File: src/inc/mnvc_pkg.sv
// package: register map, field layout and timing constants of the mode and nv control block
package mnvc_pkg;
    // register indices; 0x1a is not a multiple of four, so byte address is four times the index
    localparam logic [7:0] MNVC_IDX_MODE = 8'h1a;
    localparam logic [7:0] MNVC_IDX_NVOP = 8'h34;
    localparam logic [7:0] MNVC_IDX_IRQ_STAT = 8'h40;
    localparam logic [7:0] MNVC_IDX_IRQ_MASK = 8'h41;
    localparam logic [7:0] MNVC_IDX_NV_STAT = 8'h42;
    localparam logic [7:0] MNVC_IDX_GAIN = 8'h43;
    localparam logic [7:0] MNVC_IDX_PACE = 8'h44;
    localparam logic [7:0] MNVC_IDX_MODE_REQ = 8'h45;
    localparam int MNVC_ADDR_LSB = 2;

    // mode register fields
    localparam int MNVC_SHD_LO = 5;
    localparam int MNVC_GAP_LO = 2;
    localparam int MNVC_UP_BIT = 1;
    localparam int MNVC_DN_BIT = 0;
    localparam logic [7:0] MNVC_MODE_WMASK = 8'h6f;
    localparam logic [7:0] MNVC_MODE_RESET = 8'h0c;

    // nv control fields
    localparam int MNVC_TRIAL_BIT = 2;
    localparam int MNVC_STORE_BIT = 1;
    localparam int MNVC_RESTORE_BIT = 0;

    // pace register reset: rise pace code 1, fall pace code 0
    localparam logic [7:0] MNVC_PACE_RESET = 8'h10;

    // interrupt status layout
    localparam int MNVC_IRQ_NV_DONE = 0;
    localparam int MNVC_IRQ_GAP_END = 1;
    localparam int MNVC_IRQ_W = 2;

    // timing, ms figures as printed
    localparam int MNVC_CLK_HZ = 10_000_000;
    localparam int MNVC_SHD_MS0 = 10;
    localparam int MNVC_SHD_MS1 = 80;
    localparam int MNVC_SHD_MS2 = 200;
    localparam int MNVC_SHD_MS3 = 400;
    localparam int MNVC_GAP_MS0 = 5;
    localparam int MNVC_GAP_MS1 = 100;
    localparam int MNVC_GAP_MS2 = 200;
    localparam int MNVC_GAP_MS3 = 400;
    localparam int MNVC_CYC_PER_MS = MNVC_CLK_HZ / 1000;

    // mode requests
    typedef enum logic [1:0] {
        MNVC_MODE_NOISE_CANCEL = 2'h0,
        MNVC_MODE_BYPASS = 2'h1,
        MNVC_MODE_MONITOR = 2'h2
    } mnvc_mode_t;

    // headphone selector source
    typedef enum logic [1:0] {
        MNVC_SRC_NONE = 2'h0,
        MNVC_SRC_NOISE_CANCEL = 2'h1,
        MNVC_SRC_BYPASS = 2'h2,
        MNVC_SRC_MONITOR = 2'h3
    } mnvc_src_t;

    // nv sequencer states, one-hot
    typedef enum logic [3:0] {
        MNVC_NV_IDLE = 4'h1,
        MNVC_NV_TRIAL = 4'h2,
        MNVC_NV_STORE = 4'h4,
        MNVC_NV_RESTORE = 4'h8
    } mnvc_nv_state_t;

    // request to the external memory engine
    typedef struct packed {
        logic trial;
        logic store;
        logic restore;
    } mnvc_nv_req_t;

    // answer from the external memory engine
    typedef struct packed {
        logic done;
        logic ok;
    } mnvc_nv_ack_t;
endpackage

File: src/mnvc_regs.sv
// mode transition and non-volatile operation control register bank, apb slave
`timescale 1ns/10ps
`default_nettype none
module mnvc_regs #(
    parameter int GAIN_W = 8,
    parameter int PACE_UNIT_CYC = 50
) (
    // clock and reset
    input wire logic i_mclk,
    input wire logic i_reset_n,
    // apb slave
    input wire logic i_psel,
    input wire logic i_penable,
    input wire logic i_pwrite,
    input wire logic [11:0] i_paddr,
    input wire logic [31:0] i_pwdata,
    output logic [31:0] o_prdata,
    output logic o_pready,
    output logic o_pslverr,
    // level control state
    input wire logic i_level_ctrl_on,
    // memory engine
    output mnvc_pkg::mnvc_nv_req_t o_nv_req,
    input wire mnvc_pkg::mnvc_nv_ack_t i_nv_ack,
    // mode sequencer outputs
    output mnvc_pkg::mnvc_src_t o_hp_src,
    output logic [1:0] o_shutdown_sel,
    output logic [GAIN_W-1:0] o_gain,
    // interrupt
    output logic o_irq
);
    import mnvc_pkg::*;

    // pace counter is 23 bits wide, so the unit shifted by 15 must still fit
    if (GAIN_W < 1 || GAIN_W > 24 || PACE_UNIT_CYC < 1 || PACE_UNIT_CYC > 255)
    begin : g_bad_param
        $error("mnvc_regs: unsupported parameter value");
    end

    // gap lengths in cycles per code
    localparam int GAP_C0 = MNVC_GAP_MS0 * MNVC_CYC_PER_MS;
    localparam int GAP_C1 = MNVC_GAP_MS1 * MNVC_CYC_PER_MS;
    localparam int GAP_C2 = MNVC_GAP_MS2 * MNVC_CYC_PER_MS;
    localparam int GAP_C3 = MNVC_GAP_MS3 * MNVC_CYC_PER_MS;

    logic [7:0] mode_q;
    logic [2:0] nvop_q;
    logic trial_pass_flag_q;
    logic nv_done_flag_q;
    logic [MNVC_IRQ_W-1:0] irq_stat_q;
    logic [MNVC_IRQ_W-1:0] irq_mask_q;
    logic [GAIN_W-1:0] gain_tgt_q;
    logic [GAIN_W-1:0] gain_q;
    logic [7:0] pace_q;
    logic [22:0] pace_cnt_q;
    mnvc_mode_t mode_cur_q;
    mnvc_src_t src_q;
    logic [22:0] gap_cnt_q;
    logic gap_busy_q;
    mnvc_nv_state_t nv_state_q;
    logic [31:0] prdata_q;

    // bus decode; every access answers with no wait state
    wire logic [9:0] word_idx = i_paddr[11:MNVC_ADDR_LSB];
    wire logic acc = i_psel && i_penable;
    wire logic wr = acc && i_pwrite;
    wire logic rd_setup = i_psel && !i_penable && !i_pwrite;
    wire logic hit_mode = word_idx == {2'h0, MNVC_IDX_MODE};
    wire logic hit_nvop = word_idx == {2'h0, MNVC_IDX_NVOP};
    wire logic hit_istat = word_idx == {2'h0, MNVC_IDX_IRQ_STAT};
    wire logic hit_imask = word_idx == {2'h0, MNVC_IDX_IRQ_MASK};
    wire logic hit_nvst = word_idx == {2'h0, MNVC_IDX_NV_STAT};
    wire logic hit_gain = word_idx == {2'h0, MNVC_IDX_GAIN};
    wire logic hit_pace = word_idx == {2'h0, MNVC_IDX_PACE};
    wire logic hit_mreq = word_idx == {2'h0, MNVC_IDX_MODE_REQ};
    wire logic hit_any = hit_mode | hit_nvop | hit_istat | hit_imask | hit_nvst | hit_gain
        | hit_pace | hit_mreq;
    wire logic nv_idle = nv_state_q == MNVC_NV_IDLE;

    // trigger writes only start when the sequencer is idle; others are dropped
    wire logic nv_wr = wr && hit_nvop && nv_idle;
    wire logic start_trial = nv_wr && i_pwdata[MNVC_TRIAL_BIT];
    wire logic start_store = nv_wr && !i_pwdata[MNVC_TRIAL_BIT]
        && i_pwdata[MNVC_STORE_BIT];
    wire logic start_rest = nv_wr && !i_pwdata[MNVC_TRIAL_BIT] && !i_pwdata[MNVC_STORE_BIT]
        && i_pwdata[MNVC_RESTORE_BIT];
    wire logic nv_finish = !nv_idle && i_nv_ack.done;

    // gap event and mode request
    wire logic mreq_wr = wr && hit_mreq && !gap_busy_q;
    wire mnvc_mode_t mreq = mnvc_mode_t'(i_pwdata[1:0]);
    wire logic gap_needed = mreq_wr && ((mode_cur_q == MNVC_MODE_NOISE_CANCEL
        && mreq == MNVC_MODE_BYPASS) || (mode_cur_q == MNVC_MODE_BYPASS
        && mreq == MNVC_MODE_MONITOR));
    wire logic gap_end = gap_busy_q && gap_cnt_q == 23'h0;
    wire logic [1:0] gap_code = mode_q[MNVC_GAP_LO +: 2];
    wire logic [22:0] gap_len = gap_code == 2'h0 ? 23'(GAP_C0) : gap_code == 2'h1 ? 23'(GAP_C1)
        : gap_code == 2'h2 ? 23'(GAP_C2) : 23'(GAP_C3);

    // irq events: nv done and gap end; set beats write-one-to-clear
    wire logic [MNVC_IRQ_W-1:0] irq_ev = {gap_end, nv_finish};
    wire logic [MNVC_IRQ_W-1:0] irq_clr = (wr && hit_istat) ?
        i_pwdata[MNVC_IRQ_W-1:0] : '0;

    // gain stepping: instant bits are used alone, level-control enable is not consulted
    wire logic up_inst = mode_q[MNVC_UP_BIT];
    wire logic dn_inst = mode_q[MNVC_DN_BIT];
    wire logic gain_wr = wr && hit_gain;
    wire logic [GAIN_W-1:0] gain_new = i_pwdata[GAIN_W-1:0];
    wire logic rising = gain_tgt_q > gain_q;
    wire logic falling = gain_tgt_q < gain_q;
    wire logic [3:0] pace_sel = rising ? pace_q[7:4] : pace_q[3:0];
    wire logic [22:0] pace_len = 23'(PACE_UNIT_CYC) << pace_sel;
    wire logic step_now = (rising || falling) && pace_cnt_q >= pace_len;
    wire logic unused_ok = i_level_ctrl_on;

    wire logic [31:0] rd_mux = hit_mode ? {24'h0, mode_q}
        : hit_nvop ? {29'h0, nvop_q}
        : hit_istat ? {30'h0, irq_stat_q}
        : hit_imask ? {30'h0, irq_mask_q}
        : hit_nvst ? {30'h0, trial_pass_flag_q, nv_done_flag_q}
        : hit_gain ? 32'(gain_q)
        : hit_pace ? {24'h0, pace_q}
        : hit_mreq ? {28'h0, gap_busy_q, unused_ok & 1'b0, mode_cur_q}
        : 32'h0;

    // register writes; reserved mode bits masked off
    always_ff @(posedge i_mclk)
    begin
        if (!i_reset_n)
        begin
            mode_q <= MNVC_MODE_RESET;
            irq_mask_q <= '0;
            pace_q <= MNVC_PACE_RESET;
        end
        else
        begin
            if (wr && hit_mode)
                mode_q <= i_pwdata[7:0] & MNVC_MODE_WMASK;
            if (wr && hit_imask)
                irq_mask_q <= i_pwdata[MNVC_IRQ_W-1:0];
            if (wr && hit_pace)
                pace_q <= i_pwdata[7:0];
        end
    end

    // irq status, sticky
    always_ff @(posedge i_mclk)
    begin
        if (!i_reset_n)
            irq_stat_q <= '0;
        else
            irq_stat_q <= (irq_stat_q & ~irq_clr) | irq_ev;
    end

    // nv sequencer: trigger bit held until the engine answers done
    always_ff @(posedge i_mclk)
    begin
        if (!i_reset_n)
        begin
            nv_state_q <= MNVC_NV_IDLE;
            nvop_q <= 3'h0;
        end
        else
        begin
            case (nv_state_q)
                MNVC_NV_IDLE:
                begin
                    if (start_trial)
                    begin
                        nv_state_q <= MNVC_NV_TRIAL;
                        nvop_q <= 3'(1 << MNVC_TRIAL_BIT);
                    end
                    else if (start_store)
                    begin
                        nv_state_q <= MNVC_NV_STORE;
                        nvop_q <= 3'(1 << MNVC_STORE_BIT);
                    end
                    else if (start_rest)
                    begin
                        nv_state_q <= MNVC_NV_RESTORE;
                        nvop_q <= 3'(1 << MNVC_RESTORE_BIT);
                    end
                end
                MNVC_NV_TRIAL, MNVC_NV_STORE, MNVC_NV_RESTORE:
                begin
                    if (i_nv_ack.done)
                    begin
                        nv_state_q <= MNVC_NV_IDLE;
                        nvop_q <= 3'h0;
                    end
                end
                default:
                begin
                    nv_state_q <= MNVC_NV_IDLE;
                    nvop_q <= 3'h0;
                end
            endcase
        end
    end

    // result flags; trial result does not touch nv_done_flag
    always_ff @(posedge i_mclk)
    begin
        if (!i_reset_n)
        begin
            trial_pass_flag_q <= 1'b0;
            nv_done_flag_q <= 1'b0;
        end
        else if (nv_finish)
        begin
            if (nv_state_q == MNVC_NV_TRIAL)
                trial_pass_flag_q <= i_nv_ack.ok;
            else
                nv_done_flag_q <= i_nv_ack.ok;
        end
    end

    // mode sequencer with silent gap
    always_ff @(posedge i_mclk)
    begin
        if (!i_reset_n)
        begin
            mode_cur_q <= MNVC_MODE_NOISE_CANCEL;
            src_q <= MNVC_SRC_NOISE_CANCEL;
            gap_busy_q <= 1'b0;
            gap_cnt_q <= 23'h0;
        end
        else if (gap_needed)
        begin
            mode_cur_q <= mreq;
            src_q <= MNVC_SRC_NONE;
            gap_busy_q <= 1'b1;
            gap_cnt_q <= gap_len - 23'h1;
        end
        else if (gap_busy_q)
        begin
            gap_cnt_q <= gap_cnt_q - 23'h1;
            if (gap_end)
            begin
                gap_busy_q <= 1'b0;
                src_q <= mode_cur_q == MNVC_MODE_BYPASS ? MNVC_SRC_BYPASS : MNVC_SRC_MONITOR;
            end
        end
        else if (mreq_wr && mreq inside {MNVC_MODE_NOISE_CANCEL, MNVC_MODE_BYPASS, MNVC_MODE_MONITOR})
        begin
            mode_cur_q <= mreq;
            src_q <= mreq == MNVC_MODE_BYPASS ? MNVC_SRC_BYPASS
                : mreq == MNVC_MODE_MONITOR ? MNVC_SRC_MONITOR : MNVC_SRC_NOISE_CANCEL;
        end
    end

    // gain ramp
    always_ff @(posedge i_mclk)
    begin
        if (!i_reset_n)
        begin
            gain_q <= '0;
            gain_tgt_q <= '0;
            pace_cnt_q <= 23'h0;
        end
        else if (gain_wr)
        begin
            gain_tgt_q <= gain_new;
            pace_cnt_q <= 23'h0;
            if ((gain_new > gain_q && up_inst) || (gain_new < gain_q && dn_inst))
                gain_q <= gain_new;
        end
        else if (step_now)
        begin
            pace_cnt_q <= 23'h0;
            gain_q <= rising ? gain_q + 1'b1 : gain_q - 1'b1;
        end
        else if (rising || falling)
            pace_cnt_q <= pace_cnt_q + 23'h1;
    end

    // read data latched in setup phase
    always_ff @(posedge i_mclk)
    begin
        if (!i_reset_n)
            prdata_q <= 32'h0;
        else if (rd_setup)
            prdata_q <= rd_mux;
    end

    assign o_prdata = prdata_q;
    assign o_pready = 1'b1;
    assign o_pslverr = acc && !hit_any;
    assign o_nv_req = {nvop_q[MNVC_TRIAL_BIT], nvop_q[MNVC_STORE_BIT],
        nvop_q[MNVC_RESTORE_BIT]};
    assign o_hp_src = src_q;
    assign o_shutdown_sel = mode_q[MNVC_SHD_LO +: 2];
    assign o_gain = gain_q;
    assign o_irq = |(irq_stat_q & irq_mask_q);
endmodule // mnvc_regs
`default_nettype wire

File: config.mk
export PLATFORM = sky130hd
export DESIGN_NAME = mnvc_regs
export DESIGN_NICKNAME = d
export VERILOG_FILES = /design/src/inc/mnvc_pkg.sv /design/src/mnvc_regs.sv
export SDC_FILE = /design/constraint.sdc
export NUM_CORES = 1
export LEC_CHECK = 0
export ABC_AREA = 0
export BUFFER_PORTS_ARGS = -buffer_cell sky130_fd_sc_hd__buf_4
export CORE_MARGIN = 2
export CORE_UTILIZATION = 40
export CTS_BUF_LIST = sky130_fd_sc_hd__clkbuf_4 sky130_fd_sc_hd__clkbuf_8
export DETAILED_ROUTE_END_ITERATION = 8
export PLACE_DENSITY = 0.62
export SYNTH_ARGS = -nofsm -noshare
export SYNTH_HDL_FRONTEND = slang
export SYNTH_SLANG_ARGS = --single-unit
export TNS_END_PERCENT = 30
File: constraint.sdc
create_clock -name i_mclk -period 5.95 [get_ports i_mclk]
set_clock_uncertainty 0.1 [all_clocks]
set_input_delay 0.595 -clock i_mclk [delete_from_list [all_inputs] [get_ports i_mclk]]
set_output_delay 0.595 -clock i_mclk [all_outputs]
set_load 0.02 [all_outputs]
## After elaboration in Yosys (flattened, before gate mapping)

Index checks and enable logic that the tools add are counted.

- Output and inout port bits: 50
- Word-level logic and storage cells: 165
- Bits in registers: 126

- Magnitude comparators: 5
- Bitwise operators: 13
- Shifts and indexed selects: 1
- Eq/ne operators: 23
- Mux-type cells: 42
- Add/subtract/negate cells: 5
- Reductions and logical operators: 59

Operators with widths:

| operator | number |
|---|---|
| $mux 8 | 11 |
| $mux 22 | 3 |
| $eq 10x7->1 const B | 6 |
| $mux 23 | 2 |
| $logic_and 1x1->1 | 28 |
| $mux 4 | 6 |
| $add 23x1->23 const B | 1 |
| $ge 23x23->1 | 1 |
| $logic_not 23->1 | 1 |
| $shl 6x4->23 const A | 1 |
| $sub 22x1->23 const B | 1 |
| $sub 23x1->23 const B | 1 |
| $mux 2 | 9 |
| $gt 8x8->1 | 2 |
| $lt 8x8->1 | 2 |
| $reduce_and 2->1 | 7 |
| $mux 3 | 4 |
| $eq 10x5->1 const B | 1 |
| $eq 10x6->1 const B | 1 |
| $add 8x1->8 const B | 1 |
| $pmux 4 s2 | 1 |
| $reduce_bool 2->1 | 4 |
| $sub 8x1->8 const B | 1 |
| $logic_not 1->1 | 7 |
| other kinds (22) | 46 |

## Depth between registers and ports, before layout

- Depth after elaboration: 11
- Depth in mapped cells: 22
- Mapped depth without buffers: 20

## Least setup slack after synthesis

Ideal clock, no wire load.

- Kind: register -> register
- Start: reg gain_q[1], in the netlist o_gain[1]
- End: reg pace_cnt_q[10]
- Setup time: 0.064 ns
- Stages on the path, launching flop included: 23
- Path buffers: 2
- Period minus slack after synthesis: 5.087 ns
- Arrival time: 4.923 ns
- Path slack: 0.863 ns
- Cell sequence: dfxtp_1 > inv_1 > ha_1 > nor2b_1 > o211a_1 > o21ba_2 > o21ai_2 > mux2_2 > inv_1 > ha_1 > inv_1 > mux2i_1 > nand2_1 > ha_1 > a211oi_1 > o21ai_0 > a2111oi_0 > o21ai_0 > o21a_1 > or3_1 > clkbuf_1 > buf_2 > nor2_1

- Cells in the longest elaborated chain, start to end: 6
- Elaborated cells between the ends (all ways): 8

Ends and longest elaborated chain:

| element | RTL line | RTL |
|---|---|---|
| from (decl) | mnvc_regs.sv:53 | `logic [GAIN_W-1:0] gain_q;` |
| from (signal assigned) | mnvc_regs.sv:267 | `gain_q <= gain_new;` |
| from (signal assigned) | mnvc_regs.sv:272 | `gain_q <= rising ? gain_q + 1'b1 : gain_q - 1'b1;` |
| $gt 8x8->1 | mnvc_regs.sv:110 | `wire logic rising = gain_tgt_q > gain_q;` |
| $mux 4 | mnvc_regs.sv:112 | `wire logic [3:0] pace_sel = rising ? pace_q[7:4] : pace_q[3:0];` |
| $shl 6x4->23 | mnvc_regs.sv:113 | `wire logic [22:0] pace_len = 23'(PACE_UNIT_CYC) << pace_sel;` |
| $ge 23x23->1 | mnvc_regs.sv:114 | `wire logic step_now = (rising \|\| falling) && pace_cnt_q >= pace_len;` |
| $logic_and 1x1->1 | mnvc_regs.sv:114 |  |
| $reduce_or 3->1 (no source line) | -- |  |
| to (signal assigned) | mnvc_regs.sv:275 | `pace_cnt_q <= pace_cnt_q + 23'h1;` |
| to (decl) | mnvc_regs.sv:55 | `logic [22:0] pace_cnt_q;` |

Parallel ways exist; a longest one is shown, timed or not.
A chain may end at the register's enable or synchronous reset.

## Worst setup path in the final report

- Start: reg gain_q[7], in the netlist o_gain[7]
- End: reg pace_cnt_q[17]

Same word-level chain as after synthesis.

==> results.toml <==
[run_status]
run_status = "finished clean"

[cts]
tritoncts_clock_tree = "built"
cts-htree-levels = 3
post-cts-setup-buffer-count = 0
cts-buffers-inserted = 9
cts-root-buf = "clkbuf_8"
clockBufferDepth = 2
clkTransAtPathRegs_ns = 0.10
post_cts_resize_count = 0
cts.sink_count = 99
insertion_delay_ns = 0.40
postCtsHoldBufs = 0

[synthesis]
synth_warnings = 0
synth_flop_type = "dfxtp_1"
synth_seq_area_share = 0.298
netlist_area_mm2 = 0.00664
synth_cells = 813
synthArstFlopShare = 0
synth_edf_count = 0
avgSynthCellArea_um2 = 8.17
postSynthRegisterBits = 99
yosys.cell_types.count = 67

[layout]
total_inserted_antenna_cells = 0
drive_above_1_share = 0.117
design.final.nets = 950
fill_cells = 1642
area_overhead_of_the_layout_relative_to_synthesis_pct = 9.79

[timing]
report.final.setup_viol = 0
highest_clock_frequency_the_design_can_meet_mhz = 189
layout_setup_ws_ns = 0.663
min_period_over_period = 0.889
timing.final.max_slew_violations = 0
tns_ns = 0
slew_headroom = 0.335
grt_setup_unrepaired = "no"
worst-slew-pin-transition_ns = 0.990
final_hold_viol_count = 0
fin_crit_period_ns = 5.29

[placement]
gp_routability_congestion = 0.900
portBuffers = 49
place_hpwl_um = 12000
dp_slack_ns = 0.662

[critical_path]
critical_path_required_ns = 6.17
sort_of_element_at_the_end_of_the_critical_path = "flop"
worst-setup-path-type = "reg2reg"
worst_setup_path_start_kind = "flop"
crit_fanout = 23
cp.arrival_ns = 5.51

[drt]
route.vias.total = 5776
drt-total-wl_um = 16400
routedWlPerCell_um = 15.4
drt-vias-per-instance = 5.42
final_antenna_net_count = 0
drtPass1Iterations = 4
drcViolationCount = 0
drt_first_iter_violations = 324

[global_routing]
grt_pass1_vias = 5347
grt_first_pass_wirelength_um = 26900
grt_antenna_before_repair = 0
grt_usage = 0.188
grt_start_max_net_pins = 52
grt_overflow_total = 0

[pwr]
power_dens_cells_mw_per_mm2 = 165
power_switching_share = 0.254
p_sw_mw = 0.306
p_leak_nw = 3.03
ir_drop_uv = 105
internal_power_consumption_mw = 0.900
seqPwrFrac = 0.553
clockPowerShare = 0.375
part_of_the_power_in_combinational_logic = 0.072

[job]
max-cap-violations = 0

[floorplanning]
row_count = 47
ioPinCount = 102
start_util = 0.405
die_area_mm2 = 0.0177
core-area_mm2 = 0.0164
die_height_um = 133
floorplan.die.width_um = 133

[worst_hold_path]
class_of_the_most_critical_hold_timing_path = "in2reg"
## stage by stage
stage                     power, mW  hold slack [ns]  instances   util  cell area, um^2
after detailed placement      0.769            0.344       1051  0.433             7100
after global routing           1.25            0.362       1066  0.445             7290
after global placement        0.768            0.343       1051  0.433             7100
after CTS                      1.22            0.333       1066  0.445             7290
final                          1.21            0.347       1066  0.445             7290
after floorplan               0.744            0.329        836      -             6730
## final timing paths
check                     start              to  slack (ns)  depth (start not counted)
setup / recovery      o_gain[7]  pace_cnt_q[17]        0.66                         20
hold / removal      i_nv_ack[0]  nv_done_flag_q        0.35                          3
setup reg to reg      o_gain[7]  pace_cnt_q[17]        0.66                         20
hold reg to reg   gain_tgt_q[0]   gain_tgt_q[0]        0.36                          2
## kinds of logic after synthesis
kind of cell / count (synthesis) / synth area share
AO/OA/AOI/OAI: 181 / 0.190
adder cells (fa/ha/maj): 56 / 0.107
multiplexers: 31 / 0.0482
other: 2 / 0.00113
AND/OR/NAND/NOR: 303 / 0.224
XOR/XNOR: 46 / 0.0607
buffers and inverters: 95 / 0.0716
flip-flops: 99 / 0.298
## worst max-delay path, cell delays in order, from the launching register on
cell       delay, ns
dfxtp_1         0.52
inv_1           0.16
ha_1            0.34
o21a_1          0.12
a21o_1          0.24
o21ai_2         0.36
mux2_2          0.44
inv_1           0.16
ha_1            0.22
inv_1           0.05
mux2i_1         0.17
nand2_1         0.09
ha_1            0.29
a211oi_1        0.22
o21ai_0         0.12
a2111oi_0       0.39
o21ai_0         0.18
o21a_1          0.34
or3_1           0.35
buf_4           0.23
nor2_1          0.12
## cells in the mapped netlist (all sizes together) (5+ instances only)
master	n	area [um^2]
o21ai	34	174
a221oi	5	43.8
xnor2	21	184
nand3b	5	37.5
and3	12	75.1
nand4	17	106
nand2b	7	43.8
a21oi	52	264
xor2	25	219
nand3	28	140
inv	28	105
clkbuf	29	109
nor3	15	75.1
nor4	6	37.5
nand2	89	334
dfxtp	99	1980
nor2b	6	37.5
or3	8	55.1
a211oi	15	118
o21a	6	45.0
mux2	8	90.1
and4	5	43.8
a311oi	7	61.3
buf	36	254
a22oi	9	67.6
a21o	7	52.6
o211ai	11	82.6
ha	55	688
nor2	85	319
a22o	5	43.8
mux2i	23	230
## layout make-up
| class | count | area (um^2) | share of cell area |
|---|---|---|---|
| clock buffers | 11 | 145 | 0.0199 |
| clock inverters | 4 | 51.3 | 0.00703 |
| inverters | 30 | 113 | 0.0154 |
| multi-input cells | 642 | 4280 | 0.586 |
| flip-flops and latches | 99 | 1980 | 0.272 |
| well taps | 220 | 275 | 0.0377 |
| repair buffers | 60 | 450 | 0.0618 |
## registers in the layout, summed over array words and instances, names as in the netlist, 2 cells and up
signal      cells
pace_q          8
o_nv_req        2
pace_cnt_q     23
mode_cur_q      2
o_hp_src        2
mode_q          6
irq_stat_q      2
irq_mask_q      2
o_prdata        8
nv_state_q      2
gain_tgt_q      8
o_gain          8
gap_cnt_q      23
## metal layers
metal	track usage	up-vias	share of wire
met5	0	-	0
met4	0.0645	0	0.018
met3	0.0349	20	0.040
met2	0.300	128	0.46
met1	0.256	2705	0.49
li1	-	2923	-
## cell usage in the layout, fill, tap and decap left out, types with 5 or more instances in the layout
| master | netlist | layout |
|---|---|---|
| and4_1 | 5 | 5 |
| mux2_2 | 8 | 8 |
| a22o_1 | 5 | 5 |
| a22oi_1 | 9 | 9 |
| nand4_1 | 17 | 17 |
| a21o_1 | 7 | 7 |
| nor2b_1 | 6 | 6 |
| mux2i_1 | 23 | 23 |
| nor3_1 | 15 | 15 |
| nand3b_1 | 5 | 5 |
| o21ai_0 | 33 | 33 |
| nor4_1 | 6 | 6 |
| nand2_1 | 89 | 89 |
| a211oi_1 | 14 | 14 |
| buf_4 | 30 | 60 |
| ha_1 | 55 | 55 |
| or3_1 | 7 | 7 |
| dfxtp_1 | 99 | 99 |
| a311oi_1 | 7 | 7 |
| a21oi_1 | 51 | 51 |
| xor2_1 | 25 | 25 |
| xnor2_1 | 21 | 21 |
| nor2_1 | 85 | 85 |
| nand2b_1 | 7 | 7 |
| o211ai_1 | 11 | 11 |
| nand3_1 | 28 | 28 |
| a221oi_1 | 5 | 5 |
| inv_1 | 28 | 28 |
| conb_1 | 2 | 25 |
| o21a_1 | 6 | 6 |
| clkbuf_8 | 0 | 10 |
| and3_1 | 12 | 12 |
## power groups by stage
stage	combinational (mW)	clock, mW	sequential, mW
after floorplan	0.0597	0	0.684
after global placement	0.0857	0	0.682
after detailed placement	0.0863	0	0.682
after CTS	0.0866	0.466	0.667
after global routing	0.0942	0.486	0.667
final	0.0865	0.452	0.667
Note: power is estimated with default switching activity, not from simulation.
